===== src/hw/wdt_consts.svh =====
`ifndef WDT_CONSTS_SVH
`define WDT_CONSTS_SVH

// register indices; byte address is four times the index
`define WDT_IDX_KEY 16'hF010
`define WDT_IDX_MODE 16'hF012
`define WDT_IDX_COUNT 16'hF014
`define WDT_IDX_WSTAT 16'hF016
`define WDT_IDX_IRQ_STATUS 16'hF018
`define WDT_IDX_IRQ_MASK 16'hF01A

// reset values
`define WDT_MODE_RESET 8'h06
`define WDT_WSTAT_RESET 1'b1
`define WDT_COUNT_RESET 16'h0000

// mode register fields and writable bits
`define WDT_MODE_WMASK 8'h37
`define WDT_PERIOD_LSB 0
`define WDT_WINDOW_LSB 4

// clear keys and the handler exception level
`define WDT_KEY_FIRST 8'h5A
`define WDT_KEY_SECOND 8'hA5
`define WDT_EXCEPTION_LEVEL_HANDLER 2'h2

// shortest period code for which a window may apply
`define WDT_MIN_WIN_PERIOD 3'h4

// watchdog count clock rate in Hz
`define WDT_CLK_HZ 1024

// interrupt status bit positions
`define WDT_IRQ_OVF 0
`define WDT_IRQ_CLR 1

`endif


===== src/hw/wdt_pkg.sv =====
package wdt_pkg;

    // overflow stage reached since the last clear
    typedef enum logic [0:0] {
        STAGE_FIRST = 1'b0,
        STAGE_SECOND = 1'b1
    } stage_type;

endpackage


===== src/hw/windowed_watchdog_timer.sv =====
// Local design decision: the APB slave port.
`timescale 1ns/10ps
`include "wdt_consts.svh"
// Contract
// - no window: interrupt first, reset second
// - window on: reset at first overflow
// - window on: clear while closed resets
// - period code selects eight overflow times
// - window code selects open share
// - periods up to 62.5 ms: no window
// - clear only on 0x5A then 0xA5
// - pointer zero on overflow, toggles on write
// - key register reads pointer in bit 0
// - no clearing while exception level two
// - live counter readable read-only
// - status one while clearing is permitted
// - static inputs gate enable and halts
// - count watchdog clock edges after reset
// - counter restarts from zero after overflow
// - each reset sets own cause flag
module windowed_watchdog_timer
    import wdt_pkg::*;
(
    // apb clock and reset
    input wire logic pclk,
    input wire logic presetn,
    // apb slave
    input wire logic psel,
    input wire logic penable,
    input wire logic pwrite,
    input wire logic [17:0] paddr,
    input wire logic [31:0] pwdata,
    input wire logic [3:0] pstrb,
    output logic [31:0] prdata,
    output logic pready,
    output logic pslverr,
    // dedicated watchdog count clock pin
    input wire logic watchdog_clock,
    // cpu state and static options
    input wire logic [1:0] exception_level,
    input wire logic wdt_enable,
    input wire logic halt_mode,
    input wire logic halt_run_enable,
    input wire logic halt_deep_mode,
    input wire logic halt_deep_run_enable,
    // interrupt and reset requests
    output logic wdt_irq,
    output logic overflow_reset_cause,
    output logic bad_clear_reset_cause,
    output logic system_reset_req
);

    // bus decode
    logic [15:0] index; // register index from byte address
    logic setup_phase; // first cycle of a transfer
    logic access_done; // edge at which the transfer completes
    logic wr_done; // completing write
    logic rd_done; // completing read
    logic hit_key;
    logic hit_mode;
    logic hit_count;
    logic hit_wstat;
    logic hit_irq_status;
    logic hit_irq_mask;
    logic hit_any; // address is mapped
    logic [31:0] read_word; // read data mux

    // software state
    logic [7:0] period_window_mode; // window and period fields
    logic key_pointer; // internal key pointer
    logic key_armed; // first key accepted
    logic [1:0] irq_status; // sticky events
    logic [1:0] irq_mask; // event enables
    logic [1:0] next_irq_status;
    logic [1:0] next_irq_mask; // mask after this cycle's write

    // count clock synchroniser and edge detect
    logic wclk_sync1; // metastability stage, read by wclk_sync2 only
    logic wclk_sync2;
    logic wclk_prev;
    logic tick; // one pclk pulse per watchdog clock rise
    logic run; // counting allowed by static options

    // counter and window
    logic [15:0] counter_readback; // live watchdog count
    stage_type stage; // overflow stage since last clear
    logic clear_permitted; // registered window status
    logic next_permitted;
    logic [2:0] period_select;
    logic [1:0] window_select;
    logic [3:0] period_shift; // log2 of ticks per period
    logic [15:0] period_last; // count value just before overflow
    logic [15:0] closed_len; // ticks during which clearing is barred
    logic win_active; // window function in force

    // key and overflow events
    logic wr_key;
    logic good_key; // complete, accepted clear sequence
    logic key_clear; // sequence clears the counter
    logic bad_clear; // sequence lands while window is closed
    logic overflow; // counter wraps this cycle
    logic ovf_irq_evt; // first overflow without window
    logic ovf_reset_evt; // overflow that ends in reset

    // setup cycle registers the answer, so every transfer has no wait state
    assign setup_phase = psel & ~penable;
    assign access_done = psel & penable & pready;
    assign wr_done = access_done & pwrite;
    assign rd_done = access_done & ~pwrite;
    assign index = paddr[17:2];
    assign hit_key = (index == `WDT_IDX_KEY);
    assign hit_mode = (index == `WDT_IDX_MODE);
    assign hit_count = (index == `WDT_IDX_COUNT);
    assign hit_wstat = (index == `WDT_IDX_WSTAT);
    assign hit_irq_status = (index == `WDT_IDX_IRQ_STATUS);
    assign hit_irq_mask = (index == `WDT_IDX_IRQ_MASK);
    assign hit_any = hit_key | hit_mode | hit_count | hit_wstat
                   | hit_irq_status | hit_irq_mask;

    // read data; reserved bits read as zero
    assign read_word = hit_key ? {31'h00000000, key_pointer} :
                       hit_mode ? {24'h000000, period_window_mode} :
                       hit_count ? {16'h0000, counter_readback} :
                       hit_wstat ? {31'h00000000, clear_permitted} :
                       hit_irq_status ? {30'h00000000, irq_status} :
                       hit_irq_mask ? {30'h00000000, irq_mask} :
                       32'h00000000;

    // bus answer registers
    always_ff @(posedge pclk or negedge presetn) begin
        if (!presetn) begin
            prdata <= 32'h00000000;
            pready <= 1'b0;
            pslverr <= 1'b0;
        end else begin
            pready <= setup_phase;
            pslverr <= setup_phase & ~hit_any;
            prdata <= (setup_phase & ~pwrite) ? read_word : 32'h00000000;
        end
    end

    // mode fields
    assign period_select = period_window_mode[`WDT_PERIOD_LSB +: 3];
    assign window_select = period_window_mode[`WDT_WINDOW_LSB +: 2];
    // short periods never run windowed, whatever the window field holds
    assign win_active = (window_select != 2'h0)
                      & (period_select >= `WDT_MIN_WIN_PERIOD);
    // ticks are 8,16,32,64,128 then 512,2048,8192 at the count clock rate
    assign period_shift = (period_select < 3'h5) ?
                          ({1'b0, period_select} + 4'h3) :
                          ({period_select, 1'b0} - 4'h1);
    assign period_last = (16'h0001 << period_shift) - 16'h0001;
    // mode 1 closes a quarter, modes 2 and 3 close half of the period
    assign closed_len = (window_select == 2'h1) ?
                        (16'h0001 << (period_shift - 4'h2)) :
                        (16'h0001 << (period_shift - 4'h1));
    // window open once the closed part has elapsed since the last clear
    assign next_permitted = ~win_active
                          | (counter_readback >= closed_len);

    // mode register; key register holds no data beyond the pointer
    always_ff @(posedge pclk or negedge presetn) begin
        if (!presetn) begin
            period_window_mode <= `WDT_MODE_RESET;
        end else if (wr_done & hit_mode & pstrb[0]) begin
            period_window_mode <= pwdata[7:0] & `WDT_MODE_WMASK;
        end
    end

    // key sequence decode; handler level blocks the clear itself
    assign wr_key = wr_done & hit_key & pstrb[0];
    assign good_key = wr_key & key_pointer & key_armed
                    & (pwdata[7:0] == `WDT_KEY_SECOND)
                    & (exception_level != `WDT_EXCEPTION_LEVEL_HANDLER);
    assign key_clear = good_key & clear_permitted;
    assign bad_clear = good_key & ~clear_permitted;

    // static options decide whether the count runs at all
    assign run = wdt_enable
               & ~(halt_mode & ~halt_run_enable)
               & ~(halt_deep_mode & ~halt_deep_run_enable);
    // a key clear in the same cycle wins over the wrap
    // compare with >= so that shortening the period above the count
    // wraps at the next tick instead of running on to the 16-bit limit
    assign overflow = tick & run & ~good_key
                    & (counter_readback >= period_last);
    assign ovf_irq_evt = overflow & ~win_active
                       & (stage == STAGE_FIRST);
    assign ovf_reset_evt = overflow
                         & (win_active | (stage == STAGE_SECOND));

    // key pointer and first-key flag
    always_ff @(posedge pclk or negedge presetn) begin
        if (!presetn) begin
            key_pointer <= 1'b0;
            key_armed <= 1'b0;
        end else if (overflow) begin
            key_pointer <= 1'b0;
            key_armed <= 1'b0;
        end else if (wr_key) begin
            key_pointer <= ~key_pointer;
            key_armed <= ~key_pointer
                       & (pwdata[7:0] == `WDT_KEY_FIRST);
        end
    end

    // two-stage synchroniser on the count clock pin
    always_ff @(posedge pclk or negedge presetn) begin
        if (!presetn) begin
            wclk_sync1 <= 1'b0;
            wclk_sync2 <= 1'b0;
            wclk_prev <= 1'b0;
        end else begin
            wclk_sync1 <= watchdog_clock;
            wclk_sync2 <= wclk_sync1;
            wclk_prev <= wclk_sync2;
        end
    end

    // rising edge only; pclk must be well above the count clock rate
    assign tick = wclk_sync2 & ~wclk_prev;

    // watchdog counter
    always_ff @(posedge pclk or negedge presetn) begin
        if (!presetn) begin
            counter_readback <= `WDT_COUNT_RESET;
        end else if (key_clear | overflow) begin
            counter_readback <= 16'h0000;
        end else if (tick & run) begin
            counter_readback <= counter_readback + 16'h0001;
        end
    end

    // overflow stage; a clear or a reset request starts over
    always_ff @(posedge pclk or negedge presetn) begin
        if (!presetn) begin
            stage <= STAGE_FIRST;
        end else if (key_clear | ovf_reset_evt | bad_clear) begin
            stage <= STAGE_FIRST;
        end else if (ovf_irq_evt) begin
            stage <= STAGE_SECOND;
        end
    end

    // window status follows the count one cycle later
    always_ff @(posedge pclk or negedge presetn) begin
        if (!presetn) begin
            clear_permitted <= `WDT_WSTAT_RESET;
        end else begin
            clear_permitted <= next_permitted;
        end
    end

    // reset requests: one-cycle pulses with their own cause
    always_ff @(posedge pclk or negedge presetn) begin
        if (!presetn) begin
            overflow_reset_cause <= 1'b0;
            bad_clear_reset_cause <= 1'b0;
            system_reset_req <= 1'b0;
        end else begin
            overflow_reset_cause <= ovf_reset_evt;
            bad_clear_reset_cause <= bad_clear;
            system_reset_req <= ovf_reset_evt | bad_clear;
        end
    end

    // sticky events; a read clears only the bits it returned, so an event
    // landing at the setup edge is kept for the next read, and a new event
    // beats the read that clears
    assign next_irq_status =
        ((rd_done & hit_irq_status) ? (irq_status & ~prdata[1:0]) : irq_status)
        | {key_clear, ovf_irq_evt};

    // mask as it stands after this edge, so the output never lags a mask write
    assign next_irq_mask = (wr_done & hit_irq_mask & pstrb[0]) ? pwdata[1:0] : irq_mask;

    // interrupt status, mask and output
    always_ff @(posedge pclk or negedge presetn) begin
        if (!presetn) begin
            irq_status <= 2'h0;
            irq_mask <= 2'h0;
            wdt_irq <= 1'b0;
        end else begin
            irq_status <= next_irq_status;
            irq_mask <= next_irq_mask;
            // built from next values so the level matches the registers
            wdt_irq <= |(next_irq_status & next_irq_mask);
        end
    end
endmodule


===== config.mk =====
export PLATFORM = sky130hd
export DESIGN_NAME = windowed_watchdog_timer
export DESIGN_NICKNAME = d
export VERILOG_FILES = /design/src/hw/wdt_pkg.sv /design/src/hw/windowed_watchdog_timer.sv
export VERILOG_INCLUDE_DIRS = /design/src /design/src/hw
export SDC_FILE = /design/constraint.sdc
export NUM_CORES = 1
export LEC_CHECK = 0
export BUFFER_PORTS_ARGS = -buffer_cell sky130_fd_sc_hd__buf_4
export CAP_MARGIN = 20
export CORE_AREA = 2 2 87 89
export DETAILED_ROUTE_END_ITERATION = 10
export DIE_AREA = 0 0 89 91
export PLACE_DENSITY = 0.91
export RECOVER_POWER = 100
export SLEW_MARGIN = 20
export SYNTH_ARGS = -nofsm -noshare
export SYNTH_HDL_FRONTEND = slang
export SYNTH_SLANG_ARGS = --single-unit

===== constraint.sdc =====
create_clock -name pclk -period 9.7 [get_ports pclk]
set_input_delay 1.455 -clock pclk [delete_from_list [all_inputs] [get_ports pclk]]
set_output_delay 1.455 -clock pclk [all_outputs]
set_load 0.05 [all_outputs]

==> summary.txt <==
Outcome
  • Status: finished with violations
  • Failing checks: max-capacitance violations, max-slew violations

Pwr
  • Pwr Total: a little under 500 uW
  • Leak Pwr: 2.00 nW
  • P per Cell Area: ~110 nW/um^2
  • VDD IR-drop max: 0.0519 mV

Setup path
  • Worst Setup Path Type: reg -> reg
  • Crit path cell chain: inv_1 > ha_1 > clkbuf_1 > nand2b_1 > o21ai_0 > o211ai_1 > ha_1 > nand4b_1 > a21oi_1 > or4_1 > ha_1 > nand4_1 > and3_1 > o21ai_0 > a222oi_1 > o21ai_0 > a21oi_1
  • CP Capture Type: flip-flop
  • CP max-delay cell: dfrtp_1
  • Startpoint Class: flip-flop
  • Max incr delay on CP: about 800 ps
  • Crit-path max FO: 33
  • Critical Path RT: around 10000 ps
  • WP data arrival: between 6000 and 7000 ps

Clock network
  • TritonCTS clock tree: done
  • Hold-fix buffers at CTS: 0
  • TritonCTS Buffers: 5
  • Clock H-tree levels: 2
  • Root buffer cell: clkbuf_8
  • Worst-skew pair later-pin latency: slightly above 300 ps
  • Clock slew at reported path FFs: approximately 100 ps
  • Resize count post-CTS: 0
  • Clock sinks: 54
  • Longest Clk Path Bufs: 2
  • Total setup buffers inserted after CTS: 0

Routing
  • Via density: 6.19
  • DR WL/cell: approximately 16 um
  • Final wirelength: slightly above 10 mm
  • Vias: around 3800
  • # DRC: 0
  • ANT nets after route: 0
  • DRT iter0 DRCs: ~290
  • TritonRoute pass-1 iters: 5

Global route
  • Pin count of the biggest net entering global routing: between 50 and 60
  • Initial antenna violation count: 0
  • First-pass GRT wire length: ~16 mm
  • Vias in the first global route: about 3500
  • GRT Util Overall: 0.250
  • Overflow after GRT: 0

Placement
  • PortBufs: just under 60
  • Placer Congestion: ~0.9
  • Setup WS pre-CTS: 3960 ps
  • Post-DP Area: roughly 4500 um^2
  • Detailed Place HPWL: between 7 and 8 mm

Logic synthesis
  • Register area share after synthesis: 0.334
  • Dominant cell type by area after synthesis: dfrtp_1
  • Register bit total from synthesis: 54
  • Top_reg_cell synth: dfrtp_1
  • Cell with the most instances after synthesis: dfrtp_1
  • Synth cell types: 58
  • FFs w/ async S/R, synth: 1.00
  • Synth top cells by count: dfrtp_1, nor2_1, ha_1
  • Mean Syn Cell Area: approximately 8.6 um^2
  • Post-synth top area share: 0.314
  • Yosys warning total: 0
  • Number of synthesized flops with an enable pin: 0
  • Synth area leaders: dfrtp_1, ha_1, o21ai_0
  • Post-Syn Area: 4060 um^2
  • Gate Count Post-Synth: around 470

Final layout
  • Fin area: between 4000 and 5000 um^2
  • Share of cells above drive strength 1: 0.122
  • Diode count: 0
  • P&R area growth vs syn: 9.98%
  • Final #Nets: just over 600

Timing
  • Worst Tran Pin Value: 2680 ps
  • Final setup vio count: 0
  • Final Hold Violating Endpoints: 0
  • Pins over their slew limit: 70
  • Final WS setup: between 3000 and 4000 ps
  • Final TNS setup: 0 ps
  • Period utilization: 0.681
  • Layout Skew: between 6 and 7 ps
  • RSZ-0062 raised after global routing: false
  • Worst rel slew slack: -0.790
  • Fmax: about 150 MHz
  • Minimum clock period: ~6600 ps

Die
  • Chip width: just under 90 um
  • Die height: about 91 um
  • Die area: 8100 um^2
  • I/O Pins: 105
  • Row count: 31
  • Core area: just over 7000 um^2
  • Initial Util: 0.569

Worst hold path
  • HP Class: reg -> reg

Run
  • Max-cap violations: 2
## registers in the layout (all words and copies together) (netlist names), 2 cells and up
name                flops
irq_mask                2
prdata                 16
counter_readback       16
irq_status              2
period_window_mode      5
## worst max-delay path, delay by kind of cell (launching register included)
kind / cells / cell delay, ps
buffers and inverters: 2 / 830
AND/OR/NAND/NOR: 5 / 1370
AO/OA/AOI/OAI: 7 / 2480
adder cells (fa/ha/maj): 3 / 1010
flip-flops: 1 / 810
## area by class of cell
class | instances | area (um^2)
Multi-Input combinational cell | 378 | 2460
Clock buffer | 6 | 82.6
Timing Repair Buffer | 62 | 372
Tap cell | 99 | 124
Clock inverter | 2 | 16.3
Inverter | 16 | 60.1
Fill cell | 612 | 2670
Sequential cell | 54 | 1360
## kinds of logic (layout without fill, tap and decap cells)
logic type      Yosys count  count (layout)  synth area share
other cells               2              17           0.00185
compound gates          105             105             0.158
flops                    54              54             0.334
buf+inv                  56              86            0.0681
xor+xnor                  6               6            0.0129
simple gates            201             201             0.276
mux                      13              13            0.0379
fa+ha+maj                36              36             0.111
## where the power goes
part	switching [mW]	internal, mW	total, mW
registers	0.0180	0.236	0.254
clock network	0.0734	0.0588	0.132
logic	0.0566	0.0379	0.0945
## metal layers
layer  global-route usage  wire (um)  vias up
li1                     -          -     1795
met1                0.325       4160     1812
met2                0.417       4980      185
met3               0.0300        714       29
met4               0.0995        240        0
met5                    0          0        -
## cells in the final DEF, fill, tap and decap left out, drive strengths merged, types with 18 or more instances in the layout
cell type | Yosys | layout
o21ai | 35 | 35
nand2 | 35 | 35
nor2 | 38 | 38
nand4 | 18 | 18
buf | 23 | 34
ha | 36 | 36
dfrtp | 51 | 51
clkbuf | 17 | 34
nand3 | 21 | 21
a21oi | 32 | 32
## metrics by stage
step / util / hold WS [ps] / std cells
finish: 0.626 / 356 / 617
detailed placement: 0.629 / 336 / 609
global route: 0.626 / 366 / 617
floorplan: - / 331 / 488
global placement: 0.629 / 335 / 609
CTS: 0.643 / 357 / 617
## worst paths after layout
check                                       from                   end  slack (ps)  cells after the start
min reg2reg                           wclk_sync1            wclk_sync2         360                      0
min in group asynchronous                presetn   counter_readback[6]        1980                      1
max                        period_window_mode[0]  counter_readback[11]        3100                     17
max in group asynchronous                presetn   counter_readback[0]        6200                      1
min                                   wclk_sync1            wclk_sync2         360                      0
max reg2reg                period_window_mode[0]  counter_readback[11]        3100                     17
No activity file was read; power rests on OpenSTA's default activity.
